$ cat config.mk
export PLATFORM = sky130hd
export DESIGN_NAME = eprom_programmer
export DESIGN_NICKNAME = d
export VERILOG_FILES = /design/src/core/eprom_prog_pkg.sv /design/src/core/byte_fifo.sv /design/src/core/eprom_programmer.sv
export VERILOG_INCLUDE_DIRS = /design/src /design/src/core
export SDC_FILE = /design/constraint.sdc
export NUM_CORES = 1
export LEC_CHECK = 0
export BUFFER_PORTS_ARGS = -buffer_cell sky130_fd_sc_hd__buf_2
export CORE_ASPECT_RATIO = 0.8
export CORE_UTILIZATION = 40
export CTS_CLUSTER_SIZE = 30
export DETAILED_ROUTE_END_ITERATION = 10
export PLACE_DENSITY_LB_ADDON = 0.05
export SYNTH_ARGS = -nofsm -noshare
export SYNTH_HDL_FRONTEND = slang
export SYNTH_HIERARCHICAL = 1
export SYNTH_SLANG_ARGS = --single-unit
$ cat constraint.sdc
create_clock -name sys_clk -period 4.4 [get_ports sys_clk]
set_clock_uncertainty 0.15 [all_clocks]
set_input_delay 0.88 -clock sys_clk [delete_from_list [all_inputs] [get_ports sys_clk]]
set_output_delay 0.88 -clock sys_clk [all_outputs]
set_load 0.01 [all_outputs]
$ cat src/core/eprom_prog_defs.svh
// Constants for the EPROM programming sequencer: timing figures, cycle counts and limits.
// Assumes a 100 MHz system clock; included by bare name from the package and the sequencer.
// Notes on behaviour
// - Each program pulse holds chip enable low 100 us, within 95 to 105 us.
// - A run starts with the lowest array address on the address lines.
// - Core supply goes to 6.5V and programming supply to 13.0V before pulsing.
// - Each address first gets one pulse with a verify read, then the verify loop.
// - On mismatch apply up to 10 more pulses, each followed by a verify read.
// - Still mismatching after 10 retry pulses aborts and flags the device failed.
// - A verified byte advances to the next address until all are handled.
// - After the last address drop supplies to 5.0V and read back every byte.
// - Wait 150 ns for data after output enable falls, 130 ns float after rise.
// - Core supply rises no later and falls no earlier than programming supply.
// - Identification readout holds the id-mode pin at 11.5 to 12.5 volts.
// - In identification mode all address inputs but addr[0] are held low.
`ifndef EPROM_PROG_DEFS_SVH
`define EPROM_PROG_DEFS_SVH
`define CLK_MHZ 100
`define PULSE_NOM_US 100
`define PULSE_CYCLES (`PULSE_NOM_US * `CLK_MHZ)
`define SETUP_US 2
`define SETUP_CYCLES (`SETUP_US * `CLK_MHZ)
`define OUT_VALID_NS 150
`define OUT_VALID_CYCLES ((`OUT_VALID_NS * `CLK_MHZ + 999) / 1000)
`define OUT_FLOAT_NS 130
`define OUT_FLOAT_CYCLES ((`OUT_FLOAT_NS * `CLK_MHZ + 999) / 1000)
`define RETRY_LIMIT 10
`define ADDR_WIDTH 15
`define DATA_WIDTH 8
`define FIFO_DEPTH 16
`endif

$ cat src/core/eprom_prog_pkg.sv
// Types shared by the EPROM programming sequencer.
// Assumes the defs header is on the include path.
`include "eprom_prog_defs.svh"
package eprom_prog_pkg;
   typedef enum logic [3:0] {
      st_idle = 4'b0000,
      st_power_up = 4'b0001,
      st_pulse = 4'b0010,
      st_recover = 4'b0011,
      st_verify_wait = 4'b0100,
      st_verify_float = 4'b0101,
      st_power_down = 4'b0110,
      st_check_read = 4'b0111,
      st_check_float = 4'b1000,
      st_id_read = 4'b1001,
      st_id_float = 4'b1010,
      st_done = 4'b1011
   } seq_state_e;
endpackage : eprom_prog_pkg

$ cat src/core/byte_fifo.sv
// Synchronous FIFO with valid and ready on both sides.
// Assumes a single clock and synchronous active-low reset.
`timescale 1ns/1ps
`default_nettype none
module byte_fifo #(
   parameter int WIDTH = 8,
   parameter int DEPTH = 16
) (
   // Clock and reset.
   input wire logic sys_clk,
   input wire logic reset_n,
   // Filling side.
   input wire logic in_valid,
   input wire logic [WIDTH-1:0] in_data,
   output logic in_ready,
   // Draining side.
   output logic out_valid,
   output logic [WIDTH-1:0] out_data,
   input wire logic out_ready
);
   localparam int AW = $clog2(DEPTH);
   typedef struct packed {
      logic [AW-1:0] wr_ptr;
      logic [AW-1:0] rd_ptr;
      logic [AW:0] count;
   } fifo_s;
   fifo_s st;
   fifo_s next_st;
   logic [WIDTH-1:0] mem [DEPTH];
   logic push;
   logic pop;

   // Full and empty come straight from the occupancy count.
   assign in_ready = (st.count != (AW+1)'(DEPTH));
   assign out_valid = (st.count != '0);
   assign out_data = mem[st.rd_ptr];
   assign push = in_valid && in_ready;
   assign pop = out_valid && out_ready;

   // Pointer and count update.
   always_comb begin
      next_st = st;
      if (push) begin
         next_st.wr_ptr = st.wr_ptr + 1'b1;
      end
      if (pop) begin
         next_st.rd_ptr = st.rd_ptr + 1'b1;
      end
      if (push && !pop) begin
         next_st.count = st.count + 1'b1;
      end else if (pop && !push) begin
         next_st.count = st.count - 1'b1;
      end
   end

   // State register and storage write.
   always_ff @(posedge sys_clk) begin
      if (!reset_n) begin
         st <= '0;
      end else begin
         st <= next_st;
      end
      if (push) begin
         mem[st.wr_ptr] <= in_data;
      end
   end
endmodule : byte_fifo
`default_nettype wire

$ cat src/core/eprom_programmer.sv
// Programmer for a 32K x 8 UV EPROM: rapid program algorithm, final check and id readout.
// Assumes external switches turn the supply-select outputs into the real voltages, and
// that source data arrives as a byte stream in address order, one byte per location for programming and again for the final check.
`timescale 1ns/1ps
`default_nettype none
`include "eprom_prog_defs.svh"
module eprom_programmer #(
   parameter int ADDR_WIDTH = `ADDR_WIDTH,
   parameter int DATA_WIDTH = `DATA_WIDTH,
   parameter int FIFO_DEPTH = `FIFO_DEPTH,
   parameter int PULSE_CYCLES = `PULSE_CYCLES,
   parameter int SETUP_CYCLES = `SETUP_CYCLES,
   parameter int RETRY_LIMIT = `RETRY_LIMIT,
   parameter logic [ADDR_WIDTH-1:0] LAST_ADDR = '1
) (
   // Clock and reset.
   input wire logic sys_clk,
   input wire logic reset_n,
   // Commands.
   input wire logic start_program,
   input wire logic start_id,
   // Source data stream.
   input wire logic src_valid,
   input wire logic [DATA_WIDTH-1:0] src_data,
   output logic src_ready,
   // Status.
   output logic busy,
   output logic done,
   output logic failed,
   output logic [ADDR_WIDTH-1:0] fail_addr,
   output logic [DATA_WIDTH-1:0] maker_code,
   output logic [DATA_WIDTH-1:0] part_code,
   // Device pins.
   output logic [ADDR_WIDTH-1:0] addr,
   output logic id_mode_pin,
   output logic chip_enable_n,
   output logic output_enable_n,
   output logic [DATA_WIDTH-1:0] data_out,
   output logic data_oe_n,
   input wire logic [DATA_WIDTH-1:0] data_in,
   output logic vcc_prog,
   output logic vpp_prog
);
   localparam int CW = 16;
   localparam int RW = $clog2(RETRY_LIMIT + 1);
   localparam logic [CW-1:0] PULSE_LAST = CW'(PULSE_CYCLES - 1);
   localparam logic [CW-1:0] SETUP_LAST = CW'(SETUP_CYCLES - 1);
   // Data may arrive as late as the full valid delay; it must then sit in sync stages two and three.
   localparam logic [CW-1:0] VALID_LAST = CW'(`OUT_VALID_CYCLES + 4);
   localparam logic [CW-1:0] FLOAT_LAST = CW'(`OUT_FLOAT_CYCLES - 1);
   // Reads that lower both enables together wait for the longer of setup and valid delay.
   localparam logic [CW-1:0] READ_LAST = (SETUP_LAST > VALID_LAST) ? SETUP_LAST : VALID_LAST;

   typedef struct packed {
      eprom_prog_pkg::seq_state_e state;
      logic [CW-1:0] timer;
      logic [RW-1:0] retries;
      logic check_pass;
      logic first_pulse;
      logic matched;
      logic [DATA_WIDTH-1:0] target;
      logic [ADDR_WIDTH-1:0] addr;
      logic id_mode_pin;
      logic ce_n;
      logic oe_n;
      logic data_oe_n;
      logic vcc_prog;
      logic vpp_prog;
      logic busy;
      logic done;
      logic failed;
      logic [ADDR_WIDTH-1:0] fail_addr;
      logic [DATA_WIDTH-1:0] maker_code;
      logic [DATA_WIDTH-1:0] part_code;
      logic [3*DATA_WIDTH-1:0] rd_sync;
   } prog_s;

   prog_s st;
   prog_s next_st;
   logic fifo_valid;
   logic [DATA_WIDTH-1:0] fifo_data;
   logic fifo_take;
   logic [DATA_WIDTH-1:0] rd_byte;
   logic rd_stable;

   // Source data is buffered so the feeder can run ahead of the slow pulses.
   byte_fifo #(.WIDTH(DATA_WIDTH), .DEPTH(FIFO_DEPTH)) u_fifo (
      .sys_clk(sys_clk),
      .reset_n(reset_n),
      .in_valid(src_valid),
      .in_data(src_data),
      .in_ready(src_ready),
      .out_valid(fifo_valid),
      .out_data(fifo_data),
      .out_ready(fifo_take)
   );

   // Read data crosses from the pins; a verify or check byte counts once stages two and three agree.
   assign rd_byte = st.rd_sync[3*DATA_WIDTH-1 -: DATA_WIDTH];
   assign rd_stable = (rd_byte == st.rd_sync[2*DATA_WIDTH-1 -: DATA_WIDTH]);

   // A byte is popped when a new address is loaded, in program or check phase, and also at the end of power down after an abort.
   always_comb begin
      fifo_take = 1'b0;
      if ((st.state == eprom_prog_pkg::st_power_up && st.timer == SETUP_LAST) ||
          (st.state == eprom_prog_pkg::st_verify_float && st.timer == FLOAT_LAST && st.matched &&
           st.addr != LAST_ADDR) ||
          (st.state == eprom_prog_pkg::st_power_down && st.timer == SETUP_LAST) ||
          (st.state == eprom_prog_pkg::st_check_float && st.timer == FLOAT_LAST &&
           st.addr != LAST_ADDR)) begin
         fifo_take = fifo_valid;
      end
   end

   // Sequencer next-state logic.
   always_comb begin
      next_st = st;
      next_st.rd_sync = {st.rd_sync[2*DATA_WIDTH-1:0], data_in};
      next_st.timer = st.timer + 1'b1;
      case (st.state)
         eprom_prog_pkg::st_idle: begin
            next_st.timer = '0;
            if (start_program) begin
               next_st.state = eprom_prog_pkg::st_power_up;
               next_st.busy = 1'b1;
               next_st.done = 1'b0;
               next_st.failed = 1'b0;
               next_st.addr = '0;
               next_st.vcc_prog = 1'b1;
            end else if (start_id) begin
               next_st.state = eprom_prog_pkg::st_id_read;
               next_st.busy = 1'b1;
               next_st.done = 1'b0;
               next_st.addr = '0;
               next_st.id_mode_pin = 1'b1;
               next_st.oe_n = 1'b0;
               next_st.ce_n = 1'b0;
            end
         end
         eprom_prog_pkg::st_power_up: begin
            // Core supply leads the programming supply by one setup interval.
            if (st.timer == SETUP_LAST) begin
               next_st.vpp_prog = 1'b1;
            end
            if (st.timer == SETUP_LAST && !fifo_valid) begin
               next_st.timer = st.timer; // Wait here for source data.
            end else if (st.timer == SETUP_LAST) begin
               next_st.target = fifo_data;
               next_st.data_oe_n = 1'b0;
               next_st.retries = '0;
               next_st.first_pulse = 1'b1;
               next_st.state = eprom_prog_pkg::st_recover;
               next_st.timer = '0;
            end
         end
         eprom_prog_pkg::st_recover: begin
            // Address, data and programming supply settle before each pulse.
            if (st.timer == SETUP_LAST) begin
               next_st.ce_n = 1'b0;
               next_st.state = eprom_prog_pkg::st_pulse;
               next_st.timer = '0;
            end
         end
         eprom_prog_pkg::st_pulse: begin
            if (st.timer == PULSE_LAST) begin
               next_st.ce_n = 1'b1;
               next_st.data_oe_n = 1'b1;
               next_st.state = eprom_prog_pkg::st_verify_wait;
               next_st.timer = '0;
            end
         end
         eprom_prog_pkg::st_verify_wait: begin
            if (st.timer == SETUP_LAST) begin
               next_st.oe_n = 1'b0;
            end
            if (st.timer == SETUP_LAST + VALID_LAST) begin
               next_st.matched = rd_stable && (rd_byte == st.target);
               next_st.oe_n = 1'b1;
               next_st.state = eprom_prog_pkg::st_verify_float;
               next_st.timer = '0;
            end
         end
         eprom_prog_pkg::st_verify_float: begin
            if (st.timer == FLOAT_LAST) begin
               next_st.timer = '0;
               next_st.first_pulse = 1'b0;
               if (!st.matched && st.retries == RW'(RETRY_LIMIT)) begin
                  next_st.failed = 1'b1;
                  next_st.fail_addr = st.addr;
                  next_st.state = eprom_prog_pkg::st_power_down;
               end else if (!st.matched) begin
                  next_st.retries = st.retries + 1'b1;
                  next_st.data_oe_n = 1'b0;
                  next_st.state = eprom_prog_pkg::st_recover;
               end else if (st.addr == LAST_ADDR) begin
                  next_st.addr = '0;
                  next_st.state = eprom_prog_pkg::st_power_down;
               end else if (fifo_valid) begin
                  next_st.addr = st.addr + 1'b1;
                  next_st.target = fifo_data;
                  next_st.retries = '0;
                  next_st.first_pulse = 1'b1;
                  next_st.data_oe_n = 1'b0;
                  next_st.state = eprom_prog_pkg::st_recover;
               end else begin
                  next_st.timer = st.timer;
               end
            end
         end
         eprom_prog_pkg::st_power_down: begin
            // Programming supply falls first, core supply one interval later.
            next_st.vpp_prog = 1'b0;
            if (st.timer == SETUP_LAST) begin
               next_st.vcc_prog = 1'b0;
               next_st.timer = '0;
               if (st.failed) begin
                  next_st.state = eprom_prog_pkg::st_done;
               end else if (fifo_valid) begin
                  next_st.target = fifo_data;
                  next_st.check_pass = 1'b1;
                  next_st.ce_n = 1'b0;
                  next_st.oe_n = 1'b0;
                  next_st.state = eprom_prog_pkg::st_check_read;
               end else begin
                  next_st.timer = st.timer;
               end
            end
         end
         eprom_prog_pkg::st_check_read: begin
            if (st.timer == READ_LAST) begin
               if (!(rd_stable && rd_byte == st.target)) begin
                  next_st.failed = 1'b1;
                  if (st.check_pass) begin
                     next_st.fail_addr = st.addr;
                  end
                  next_st.check_pass = 1'b0;
               end
               next_st.oe_n = 1'b1;
               next_st.state = eprom_prog_pkg::st_check_float;
               next_st.timer = '0;
            end
         end
         eprom_prog_pkg::st_check_float: begin
            if (st.timer == FLOAT_LAST) begin
               next_st.timer = '0;
               if (st.addr == LAST_ADDR) begin
                  next_st.ce_n = 1'b1;
                  next_st.state = eprom_prog_pkg::st_done;
               end else if (fifo_valid) begin
                  next_st.addr = st.addr + 1'b1;
                  next_st.target = fifo_data;
                  next_st.oe_n = 1'b0;
                  next_st.state = eprom_prog_pkg::st_check_read;
               end else begin
                  next_st.timer = st.timer;
               end
            end
         end
         eprom_prog_pkg::st_id_read: begin
            if (st.timer == READ_LAST) begin
               if (st.addr[0]) begin
                  next_st.part_code = rd_byte;
               end else begin
                  next_st.maker_code = rd_byte;
               end
               next_st.oe_n = 1'b1;
               next_st.state = eprom_prog_pkg::st_id_float;
               next_st.timer = '0;
            end
         end
         eprom_prog_pkg::st_id_float: begin
            if (st.timer == FLOAT_LAST) begin
               next_st.timer = '0;
               if (!st.addr[0]) begin
                  next_st.addr = {{(ADDR_WIDTH-1){1'b0}}, 1'b1};
                  next_st.oe_n = 1'b0;
                  next_st.state = eprom_prog_pkg::st_id_read;
               end else begin
                  next_st.addr = '0;
                  next_st.ce_n = 1'b1;
                  next_st.id_mode_pin = 1'b0;
                  next_st.state = eprom_prog_pkg::st_done;
               end
            end
         end
         eprom_prog_pkg::st_done: begin
            next_st.busy = 1'b0;
            next_st.done = 1'b1;
            next_st.state = eprom_prog_pkg::st_idle;
         end
         default: begin
            next_st.state = eprom_prog_pkg::st_idle;
         end
      endcase
      // Done is a single-cycle pulse, so it drops again one cycle after idle is reached.
      if (st.state != eprom_prog_pkg::st_done) begin
         next_st.done = 1'b0;
      end
   end

   // State register; pins idle inactive with both supplies at read level.
   always_ff @(posedge sys_clk) begin
      if (!reset_n) begin
         st <= '0;
         st.state <= eprom_prog_pkg::st_idle;
         st.ce_n <= 1'b1;
         st.oe_n <= 1'b1;
         st.data_oe_n <= 1'b1;
      end else begin
         st <= next_st;
      end
   end

   // Every output except src_ready, which comes from the FIFO, is a field of the registered state.
   assign busy = st.busy;
   assign done = st.done;
   assign failed = st.failed;
   assign fail_addr = st.fail_addr;
   assign maker_code = st.maker_code;
   assign part_code = st.part_code;
   assign addr = st.addr;
   assign id_mode_pin = st.id_mode_pin;
   assign chip_enable_n = st.ce_n;
   assign output_enable_n = st.oe_n;
   assign data_out = st.target;
   assign data_oe_n = st.data_oe_n;
   assign vcc_prog = st.vcc_prog;
   assign vpp_prog = st.vpp_prog;
endmodule : eprom_programmer
`default_nettype wire

# After elaboration in Yosys (flattened, before gate mapping)
# Memory sizes are Yosys's and may differ from the RTL's. A register that Yosys moved wholly into a read port is not among the register bits.
# Index checks and enable logic that the tools add are counted.
dict set report totals {
  regBits 126
  ramBits 128
  inputBits 21
  out_inout_bits 64
  elab_cells 246
  memories 1
}
dict set report op_classes {
  add_sub_neg 7
  eq_ne 55
  mux 102
  bitwise_logic 2
  reduce_logical 56
}
# memory depth word_bits rd rd_clocked_by_memory_dff write_ports line
set memory_table {}
lappend memory_table {u_fifo.mem 16 8 1 1 1 byte_fifo.sv:29} ;# logic [WIDTH-1:0] mem [DEPTH];
# op n
set ops {}
lappend ops {{20-bit 2-to-1 mux} 10}
lappend ops {{16-bit case mux with 11 select lines} 1}
lappend ops {{16-bit 2-to-1 mux} 9}
lappend ops {{23-bit 2-to-1 mux} 6}
lappend ops {{4-bit 2-to-1 mux} 15}
lappend ops {{15-bit case mux with 4 select lines} 1}
lappend ops {{24-bit 2-to-1 mux} 2}
lappend ops {{8-bit 2-to-1 mux} 6}
lappend ops {{15-bit 2-to-1 mux} 3}
lappend ops {{4-bit case mux with 11 select lines} 1}
lappend ops {{2-bit inequality test (second input constant)} 21}
lappend ops {{18-bit 2-to-1 mux} 2}
lappend ops {{16-bit by 8-bit == test with 1-bit output (second input constant)} 2}
lappend ops {{8-bit case mux with 4 select lines} 1}
lappend ops {{15-bit case mux with 2 select lines} 1}
lappend ops {{13-bit AND reduction} 2}
lappend ops {{12-bit AND reduction} 2}
lappend ops {{1-bit 2-to-1 mux} 23}
lappend ops {{4-bit == test (second input constant)} 5}
lappend ops {{6-bit AND reduction} 3}
lappend ops {{16-bit by 1-bit adder with 16-bit output (second input constant)} 1}
lappend ops {{16-bit by 14-bit == test with 1-bit output (second input constant)} 1}
lappend ops {{16-bit by 4-bit == test with 1-bit output (second input constant)} 1}
lappend ops {{4-bit by 3-bit == test with 1-bit output (second input constant)} 4}
lappend ops {{other kinds (38)} 99}

# Logic depth before layout (Yosys ltp)
# Gate-level depths: netlist (run 1).
dict set report depth {
  ltp_word 12
  depth_mapped 16
  mapped_depth_nobuf 15
}

# Cells and area by module
# Netlist (run 1), hierarchy kept.
# mod instances cells_each area_each_um2 seq_area_each_um2
set by_module_without_submodules {}
lappend by_module_without_submodules {eprom_programmer 1 687 5859.4 2262.2}
lappend by_module_without_submodules {byte_fifo 1 306 5750.5 4184.0}

# Worst setup path after synthesis (run 1)
# OpenSTA, ideal clock, no wires.
dict set report synth_timing {
  kind {register to register}
  startpoint {register st, in the netlist addr[7]}
  endpoint {register u_fifo/st[3] in the netlist's numbering}
  setup_ns 0.062
  arrival_ns 3.283
  t_required_ns 4.188
  slack_ns 0.905
  stages_incl_launch_ff 15
  cell_sequence {dfxtp_1 -> nand4_1 -> or4_1 -> buf_2 -> and4_1 -> nor2_1 -> a21oi_1 -> o21ai_4 -> ha_1 -> inv_1 -> ha_1 -> a21o_2 -> a21oi_1 -> or4b_2 -> nand3_1}
}
dict set report synth_via {
  elab_chain_cells 10
}
# item line
set synth_lines {}
lappend synth_lines {{start, declared} eprom_programmer.sv:78} ;# prog_s st;
lappend synth_lines {{start signal, assigned} eprom_programmer.sv:310} ;# st <= next_st;
lappend synth_lines {{15-bit inequality test (*)} {eprom_programmer.sv:107, eprom_programmer.sv:110}}
lappend synth_lines {{1-bit logical AND} eprom_programmer.sv:106} ;# (st.state == eprom_prog_pkg::st_verify_float && st.timer == FLOAT_LAST && st.matched &&
lappend synth_lines {{1-bit logical OR} eprom_programmer.sv:105} ;# if ((st.state == eprom_prog_pkg::st_power_up && st.timer == SETUP_LAST) ||
lappend synth_lines {{1-bit logical OR} eprom_programmer.sv:107} ;# st.addr != LAST_ADDR) ||
lappend synth_lines {{1-bit logical OR (*)} eprom_programmer.sv:108} ;# (st.state == eprom_prog_pkg::st_power_down && st.timer == SETUP_LAST) ||
lappend synth_lines {{1-bit 2-to-1 mux (*)} eprom_programmer.sv:105}
lappend synth_lines {{net fifo_take} eprom_programmer.sv:82} ;# logic fifo_take;
lappend synth_lines {{1-bit logical AND (*)} byte_fifo.sv:38} ;# assign pop = out_valid && out_ready;
lappend synth_lines {{1-bit zero test} byte_fifo.sv:49} ;# if (push && !pop) begin
lappend synth_lines {{1-bit logical AND} byte_fifo.sv:49}
lappend synth_lines {{5-bit 2-to-1 mux or 2-bit nonzero test (tied branches)} --}
lappend synth_lines {{end signal, assigned} byte_fifo.sv:61} ;# st <= next_st;
lappend synth_lines {{end, declared} byte_fifo.sv:27} ;# fifo_s st;
# The timed path passes the listed nets; every way through them passes the cells marked *.
# A chain may end at the register's enable or synchronous reset.

# Worst setup path in the final report (run 1)
# Same ends and word-level chain as after synthesis.

==> impl_metrics.env, run 1 <==
export IMPL_status="finished with violations"
export IMPL_violations="DRC"
export IMPL_ctsLongestPathBuffers=3
export IMPL_grt_pass1_vias=7409
export IMPL_synth_area_um2=11600
export IMPL_synthTopCellsByArea="edfxtp_1, dfxtp_1, mux4_2, mux2i_1, buf_4"
export IMPL_place_gp_congestion=0.958
export IMPL_ctsResizeCount=0
export IMPL_diodes=0
export IMPL_start_util_pct=40.8
export IMPL_cts_buffers_inserted=27
export IMPL_vias_per_cell=5.38
export IMPL_wl_per_cell_um=19.3
export IMPL_h_tree_depth=1
export IMPL_fmax_mhz=252
export IMPL_route_detailed_drc=22
export IMPL_hold_worst_slack_ns=0.286
export IMPL_clk_transition_reported_paths_ns=0.06
export IMPL_yosysUniqueCellTypes=84
export IMPL_slew_headroom_pct=31.9
export IMPL_utilization_pct=45.4
export IMPL_tightest_slew_ns=1.02
export IMPL_top_layer="met4"
export IMPL_hold_path_class="flop to flop"
export IMPL_cts_tree="done"
export IMPL_antenna_left=0
export IMPL_grt_ovfl_total=0
export IMPL_synth_area_leader_cell="edfxtp_1"
export IMPL_grt_antenna_before_repair=0
export IMPL_postSynthNetCount=1030
export IMPL_fp_dieW_um=192
export IMPL_drt_iter0_drc=497
export IMPL_die_h_um=154
export IMPL_fin_crit_sh_pct=90.3
export IMPL_p_leak_nw=4.82
export IMPL_power_density_nw_per_um2=472
export IMPL_numPortBuffers=84
export IMPL_cts_setup_buffers=0
export IMPL_syn_inst=993
export IMPL_synth_seq_cells=258
export IMPL_worstPathArrival_ns=4.30
export IMPL_postPlaceCellArea_um2=12000
export IMPL_area_delta_synth_final_pct=11.2
export IMPL_grt_max_degree=68
export IMPL_syn_avg_cell_area_um2=11.7
export IMPL_synthFlopType="dfxtp_1"
export IMPL_nets=1066
export IMPL_dpl_worst_slack_ns=0.491
export IMPL_dieArea_um2=29700
export IMPL_min_period_ns=3.97
export IMPL_peakVddDrop_mv=0.373
export IMPL_dp_cells=1370
export IMPL_ctsHoldBuffers=0
export IMPL_clockRootBuffer="clkbuf_16"
export IMPL_setup_slack_ns=0.427
export IMPL_synth_edf_count=128
export IMPL_track_usage_pct=18.6
export IMPL_rsz0062_at_grt="false"
export IMPL_ys_seq_area_share_pct=55.5
export IMPL_end_kind="flop"
export IMPL_finalMaxSlewViolations=0
export IMPL_drive_gt1_share_pct=20.1
export IMPL_cts_sinks=258
export IMPL_ys_async_sr_fraction_pct=0
export IMPL_tns_ns=0
export IMPL_grt_pass1_wl_mm=43.0
export IMPL_synth_top_area_share_pct=33.1
export IMPL_drv_cap=0
export IMPL_hold_viol_final=0
export IMPL_coreArea_um2=28400
export IMPL_stdcell_count=1419
export IMPL_wl_met1_mm=14.3
export IMPL_critical_path_class="flop to flop"
export IMPL_via_count=7638
export IMPL_drt_pre_antenna_iters=8
export IMPL_yosysWarningCount=6
export IMPL_dp_hpwl_mm=19.3
export IMPL_dr_wl_met3_mm=1.63
export IMPL_start_kind="flop"
export IMPL_insertion_delay_ns=0.53
export IMPL_required_ns=4.72
export IMPL_wl_met2_mm=11.0
export IMPL_report_final_setup_viol=0
export IMPL_final_area_um2=12900
export IMPL_num_rows=55
export IMPL_postRouteWirelength_mm=27.4
export IMPL_pin_count=85
export IMPL_path_max_fanout=8
export IMPL_total_power_mw=6.09
## state kept, by name, indices dropped and copies added, names as in the netlist, 8 cells and up, named ones only
name / cells
addr: 15
data_out: 8
fail_addr: 15
maker_code: 8
next_st: 16
part_code: 8
rd_byte: 8
st: 26
u_fifo/mem: 128
u_fifo/st: 13
## synthesized netlist by cell type, drive strengths merged, types with 4 or more instances
library cell and number:
inv 14, dfxtp 130, nor2b 10, nor2 85, or3 7, mux2i 45
nand2 97, nor4 9, clkbuf 31, o22ai 10, nand4 12, o21ai 24
nand3 32, mux4 32, a21oi 29, nand2b 7, xnor2 11, and3 13
edfxtp 128, nor3 27, xor2 17, buf 70, ha 15, a21o 4
o211ai 5, a211oi 7, and2 34, or4 7, and4 6, a22oi 16
## final timing paths
check                           cells past startpoint  slack (ns)            to       start
worst max-delay path                               13        0.43  u_fifo/st[3]     addr[7]
worst min-delay path                                1        0.29   next_st[16]  next_st[8]
worst max register to register                     13        0.43  u_fifo/st[3]     addr[7]
worst min register to register                      1        0.29   next_st[16]  next_st[8]
## worst max-delay path, cell delays in order (launching register included)
cell and delay (ns):
dfxtp_1 0.47, nand4_1 0.29, or4_1 0.74, and4_1 0.29, nor2_1 0.19, a21oi_1 0.18, o21ai_4 0.14, ha_1 0.21
inv_1 0.11, ha_1 0.29, a21o_2 0.11, a21oi_1 0.06, or4b_2 0.60, nand3_1 0.08
## logic make-up after synthesis
kind of cell	share of synthesized area, %
AO/OA/AOI/OAI	8.00
XOR/XNOR	2.11
adder cells (fa/ha/maj)	1.79
buffers and inverters	5.93
flip-flops	55.5
multiplexers	10.3
AND/OR/NAND/NOR	16.4
## power by group
group	total [mW]	switching [mW]	leakage [nW]	internal [mW]
logic	1.08	0.675	2.19	0.401
clock network	2.26	0.946	0.419	1.32
registers	2.75	0.111	2.21	2.64
## final cells by class
class | count | area (µm²)
fillers | 2679 | 15500
flip-flops and latches | 258 | 6450
multi-input cells | 620 | 4480
clock buffers | 33 | 708
repair buffers | 108 | 603
well taps | 370 | 463
clock inverters | 16 | 158
inverters | 14 | 52.6
## placed cells by master, fill, tap and decap left out, types with 5 or more instances in the layout
cell type,Yosys,routed
dfxtp_1,130,129
edfxtp_1,128,128
nand2_1,97,97
nor2_1,84,84
buf_2,9,83
mux2i_1,45,45
and2_1,34,34
nand3_1,32,32
mux4_2,32,32
a21oi_1,28,28
clkbuf_16,0,27
nor3_1,25,25
buf_4,55,25
o21ai_0,22,21
xor2_1,17,17
a22oi_1,16,16
ha_1,15,15
inv_1,14,14
and3_1,13,13
nand4_1,12,12
xnor2_1,11,11
nor2b_1,10,10
o22ai_1,10,10
nand2b_1,7,7
a211oi_1,7,7
and4_1,6,6
clkinv_1,0,6
or3_1,5,5
nor4_1,5,5
clkbuf_1,27,5
## routing by layer
metal,track usage [%],vias up
met2,25.5,216
met1,30.1,3718
li1,-,3666
met5,0,-
met3,2.90,38
met4,4.24,0
No activity file was read; power rests on OpenSTA's default activity.
==> inputs of run 2 (changes only) <==
Settings changed: CTS_BUF_LIST from default to sky130_fd_sc_hd__clkbuf_4.
==> impl_metrics.env, run 2 (same netlist as run 1, synthesis figures left out) <==
export IMPL_status="finished with violations"
export IMPL_violations="DRC"
export IMPL_cts_sinks=258
export IMPL_report_final_setup_viol=0
export IMPL_dieArea_um2=29700
export IMPL_p_leak_nw=4.95
export IMPL_start_util_pct=40.8
export IMPL_clockRootBuffer="clkbuf_4"
export IMPL_grt_antenna_before_repair=1
export IMPL_grt_pass1_vias=7731
export IMPL_numPortBuffers=84
export IMPL_wl_met1_mm=14.3
export IMPL_wl_per_cell_um=18.5
export IMPL_tns_ns=0
export IMPL_r2r_start="addr[7]"
export IMPL_track_usage_pct=19.1
export IMPL_drive_gt1_share_pct=25.5
export IMPL_antenna_left=0
export IMPL_min_from="next_st[8]"
export IMPL_drt_pre_antenna_iters=8
export IMPL_ctsLongestPathBuffers=3
export IMPL_cts_buffers_inserted=70
export IMPL_cts_setup_buffers=0
export IMPL_worst_path_buf_inv=1
export IMPL_final_area_um2=13000
export IMPL_dp_cells=1370
export IMPL_top_register="u_fifo/mem"
export IMPL_ff2ff_path_depth=13
export IMPL_drt_iter0_drc=485
export IMPL_layout_commonest_cell="dfxtp_1"
export IMPL_min_period_ns=3.98
export IMPL_hold_path_class="flop to flop"
export IMPL_vias_per_cell=5.24
export IMPL_dp_hpwl_mm=19.3
export IMPL_grt_pass1_wl_mm=43.6
export IMPL_path_max_fanout=8
export IMPL_utilization_pct=45.6
export IMPL_ctsResizeCount=0
export IMPL_peakVddDrop_mv=0.199
export IMPL_multi_input_area_um2=4480
export IMPL_ctsHoldBuffers=0
export IMPL_worstReg2RegEnd="u_fifo/st[3]"
export IMPL_cp_cell_sequence="nand4_1 > or4_1 > and4_1 > nor2_1 > a21oi_1 > o21ai_4 > ha_1 > inv_1 > ha_1 > a21o_2 > a21oi_1 > or4b_2 > nand3_1"
export IMPL_die_h_um=154
export IMPL_postRouteWirelength_mm=27.6
export IMPL_h_tree_depth=3
export IMPL_fmax_mhz=251
export IMPL_crit_family="simple AND/OR/NAND/NOR gates"
export IMPL_rsz0062_at_grt="false"
export IMPL_reg2reg_slack_ns=0.42
export IMPL_hold_viol_final=0
export IMPL_start_kind="flop"
export IMPL_route_detailed_drc=22
export IMPL_fillers=2744
export IMPL_worstPathArrival_ns=4.44
export IMPL_slew_headroom_pct=31.8
export IMPL_clk_transition_reported_paths_ns=0.07
export IMPL_finalMaxSlewViolations=0
export IMPL_insertion_delay_ns=0.67
export IMPL_min_path_cells=1
export IMPL_crit_slowest_cell="or4_1"
export IMPL_stdcell_count=1493
export IMPL_power_density_nw_per_um2=464
export IMPL_fp_dieW_um=192
export IMPL_wl_met2_mm=11.0
export IMPL_grt_max_degree=68
export IMPL_via_count=7830
export IMPL_tightest_slew_ns=1.02
export IMPL_num_rows=55
export IMPL_drv_cap=0
export IMPL_ff_latch_area_um2=6450
export IMPL_top_layer="met4"
export IMPL_coreArea_um2=28400
export IMPL_fin_crit_sh_pct=90.4
export IMPL_required_ns=4.86
export IMPL_place_gp_congestion=0.958
export IMPL_mostFrequentLayoutCells="dfxtp_1, edfxtp_1, clkbuf_4"
export IMPL_area_delta_synth_final_pct=11.6
export IMPL_postPlaceCellArea_um2=12000
export IMPL_cts_tree="done"
export IMPL_end_kind="flop"
export IMPL_whs_endpoint="next_st[16]"
export IMPL_critical_path_class="flop to flop"
export IMPL_crit_path_max_incr_delay_ns=0.74
export IMPL_grt_ovfl_total=0
export IMPL_nets=1109
export IMPL_pin_count=85
export IMPL_largest_reg_flops=128
export IMPL_dr_wl_met3_mm=1.73
==> run 2: area by class of cell <==
class                   count  area share [%]
diodes                      2          0.0386
flip-flops and latches    258            49.7
inverters                  14           0.405
repair buffers            108            4.65
clock inverters            15           0.908
well taps                 370            3.57
clock buffers             106            6.14
multi-input cells         620            34.5
==> run 2: metrics by stage <==
step	total power [mW]	hold slack, ns	setup WS, ns
after floorplan	3.51	0.262	0.905
after global placement	3.88	0.266	0.587
after detailed placement	3.87	0.269	0.491
after CTS	6.10	0.221	0.482
after global routing	6.35	0.229	0.0551
final	6.02	0.274	0.424
==> run 2: worst max path at each step <==
stage,slack (ns),startpoint,endpoint,cells past startpoint
CTS,0.48,st[94],u_fifo/st[3],13
finish,0.42,addr[7],u_fifo/st[3],13
detailed placement,0.49,addr[7],u_fifo/st[3],13
floorplan,0.90,addr[7],u_fifo/st[3],14
global placement,0.59,addr[7],u_fifo/st[3],13
global route,0.06,st[94],u_fifo/st[4],15
==> run 2: report_power, final <==
part	leakage [nW]	internal (mW)	total [mW]	switching, mW
sequential	2.21	2.64	2.75	0.110
clock	0.541	1.21	2.19	0.976
combinational	2.19	0.401	1.08	0.676
==> run 2: layer usage <==
metal,vias up,track usage [%]
met3,46,4.29
met4,0,7.39
met5,-,0
met1,3761,29.8
met2,232,25.2
li1,3791,-
==> inputs of run 3 (changes only) <==
Settings changed: GPL_TIMING_DRIVEN from default to 0.
==> impl_metrics.env, run 3 (same netlist as run 1, synthesis figures left out) <==
export IMPL_drive_gt1_share_pct=27.3
export IMPL_postRouteWirelength_mm=29.5
export IMPL_start_util_pct=40.8
export IMPL_dieArea_um2=29700
export IMPL_fp_dieW_um=192
export IMPL_grt_max_degree=17
export IMPL_antenna_left=0
export IMPL_cp_cell_sequence="clkbuf_1 > or3b_2 > nor2_1 > and4_1 > nor2_1 > a21oi_1 > o21ai_4 > ha_1 > inv_1 > ha_1 > a21oi_1 > a211oi_1 > a31oi_1 > mux2i_1"
export IMPL_hold_path_class="flop to flop"
export IMPL_whs_endpoint="next_st[23]"
export IMPL_critical_path_class="flop to flop"
export IMPL_clockRootBuffer="clkbuf_4"
export IMPL_start_kind="flop"
export IMPL_min_path_cells=1
export IMPL_die_h_um=154
export IMPL_switching_power_mw=1.79
export IMPL_p_seq_share_pct=45.5
export IMPL_slew_headroom_pct=13.1
export IMPL_intPower_mw=4.23
export IMPL_ctsLongestPathBuffers=3
export IMPL_drv_cap=0
export IMPL_h_tree_depth=3
export IMPL_drt_iter0_drc=509
export IMPL_p_leak_nw=5.25
export IMPL_num_rows=55
export IMPL_ctsHoldBuffers=0
export IMPL_violations="DRC"
export IMPL_vias_per_cell=5.26
export IMPL_via_count=8265
export IMPL_p_clk_share_pct=35.8
export IMPL_comb_power_share_pct=18.7
export IMPL_numPortBuffers=84
export IMPL_route_detailed_drc=22
export IMPL_status="finished with violations"
export IMPL_grt_ovfl_total=0
export IMPL_pin_count=85
export IMPL_cts_sinks=258
export IMPL_drt_pre_antenna_iters=8
export IMPL_min_period_ns=4.16
export IMPL_cts_buffers_inserted=69
export IMPL_power_density_nw_per_um2=449
export IMPL_hold_viol_final=0
export IMPL_fillers=2688
export IMPL_rsz0062_at_grt="true"
export IMPL_crit_path_max_incr_delay_ns=0.55
export IMPL_area_delta_synth_final_pct=15.5
export IMPL_track_usage_pct=20.4
export IMPL_worstPathArrival_ns=4.62
export IMPL_ff2ff_path_depth=14
export IMPL_dp_hpwl_mm=20.9
export IMPL_r2r_start="st[110]"
export IMPL_tightest_slew_ns=1.29
export IMPL_path_max_fanout=10
export IMPL_mostFrequentLayoutCells="dfxtp_1, edfxtp_1, clkbuf_4"
export IMPL_end_kind="flop"
export IMPL_coreArea_um2=28400
export IMPL_grt_antenna_before_repair=1
export IMPL_dpl_worst_slack_ns=0.119
export IMPL_stdcell_count=1572
export IMPL_largest_reg_flops=128
export IMPL_wl_per_cell_um=18.8
export IMPL_layout_commonest_cell="dfxtp_1"
export IMPL_cts_tree="done"
export IMPL_peakVddDrop_mv=0.205
export IMPL_place_gp_congestion=0.916
export IMPL_grt_pass1_vias=7814
export IMPL_setup_slack_ns=0.240
export IMPL_nets=1186
export IMPL_fin_crit_sh_pct=94.5
export IMPL_grt_pass1_wl_mm=45.5
export IMPL_hold_worst_slack_ns=0.273
export IMPL_worstReg2RegEnd="u_fifo/st[4]"
export IMPL_tns_ns=0
export IMPL_crit_slowest_cell="or3b_2"
export IMPL_crit_family="simple AND/OR/NAND/NOR gates"
export IMPL_top_register="u_fifo/mem"
export IMPL_fmax_mhz=240
export IMPL_clk_transition_reported_paths_ns=0.06
export IMPL_reg2reg_slack_ns=0.24
export IMPL_dp_cells=1447
export IMPL_insertion_delay_ns=0.68
export IMPL_required_ns=4.86
export IMPL_min_from="next_st[15]"
export IMPL_worst_path_buf_inv=2
export IMPL_total_power_mw=6.02
export IMPL_report_final_setup_viol=0
export IMPL_switching_share_pct=29.7
export IMPL_finalMaxSlewViolations=0
## run 3: cell types whose count changed in the layout (fill, tap and decap cells not counted), moves of 2 or more
cell / delta
clkbuf_4: -3
clkinvlp_4: -2
clkinv_1: +7
buf_6: +3
clkbuf_1: +27
buf_2: +10
clkbuf_2: +2
buf_1: +3
buf_4: +31
## run 3: worst reg2reg max path, cell delays in order (launching register included)
cell and delay (ns):
dfxtp_1 0.38, clkbuf_1 0.34, or3b_2 0.56, nor2_1 0.33, and4_1 0.31, nor2_1 0.11, a21oi_1 0.34, o21ai_4 0.15
ha_1 0.23, inv_1 0.16, ha_1 0.30, a21oi_1 0.20, a211oi_1 0.10, a31oi_1 0.25, mux2i_1 0.21
## run 3: how the worst max path moves through the flow
stage                     startpoint      endpoint  depth (start not counted)
after floorplan              addr[7]  u_fifo/st[3]                         14
after global placement        st[95]  u_fifo/st[4]                         15
after detailed placement      st[95]  u_fifo/st[4]                         15
after CTS                     st[95]  u_fifo/st[4]                         15
after global routing          st[95]  u_fifo/st[4]                         14
final                        st[110]  u_fifo/st[4]                         14
## run 3: power groups by stage
| stage | sequential [mW] | clock [mW] | combinational (mW) |
|---|---|---|---|
| 2_1_floorplan | 2.77 | 0 | 0.745 |
| 3_3_place_gp | 2.79 | 0 | 1.11 |
| 3_5_place_dp | 2.79 | 0 | 1.11 |
| 4_1_cts | 2.74 | 2.25 | 1.12 |
| 5_1_grt | 2.76 | 2.37 | 1.23 |
| 6_report | 2.74 | 2.16 | 1.13 |
## run 3: per-stage QoR
| step | area [µm²] | utilization, % |
|---|---|---|
| floorplan | 11600 | - |
| global placement | 12500 | 44.0 |
| detailed placement | 12500 | 44.0 |
| CTS | 13400 | 47.1 |
| global route | 13400 | 47.2 |
| finish | 13400 | 47.2 |
## run 3: timing repair
item / 4_1_cts / 5_1_grt
setup buffers: 0 / 1
gates resized for setup: 0 / 2
endpoints found under the setup margin: 0 / 2
endpoints found under the hold margin: 0 / 0
## run 3: routing by layer
layer	routed length (µm)	vias to the layer above	track usage, %
met5	0	-	0
met4	639	0	7.42
met3	2100	55	5.11
met2	11400	267	26.4
met1	15300	3969	32.2
li1	-	3974	-
## run 3: final cells by class
| type | instances | area [µm²] | area share, % |
|---|---|---|---|
| sequential | 258 | 6450 | 48.1 |
| multi-input combinational | 620 | 4490 | 33.5 |
| timing repair buffer | 85 | 428 | 3.19 |
| clock buffer | 102 | 766 | 5.71 |
| inverter | 14 | 52.6 | 0.392 |
| clock inverter | 20 | 129 | 0.961 |
| antenna | 2 | 5.00 | 0.0373 |
| tap | 370 | 463 | 3.45 |
| buffer | 101 | 636 | 4.74 |
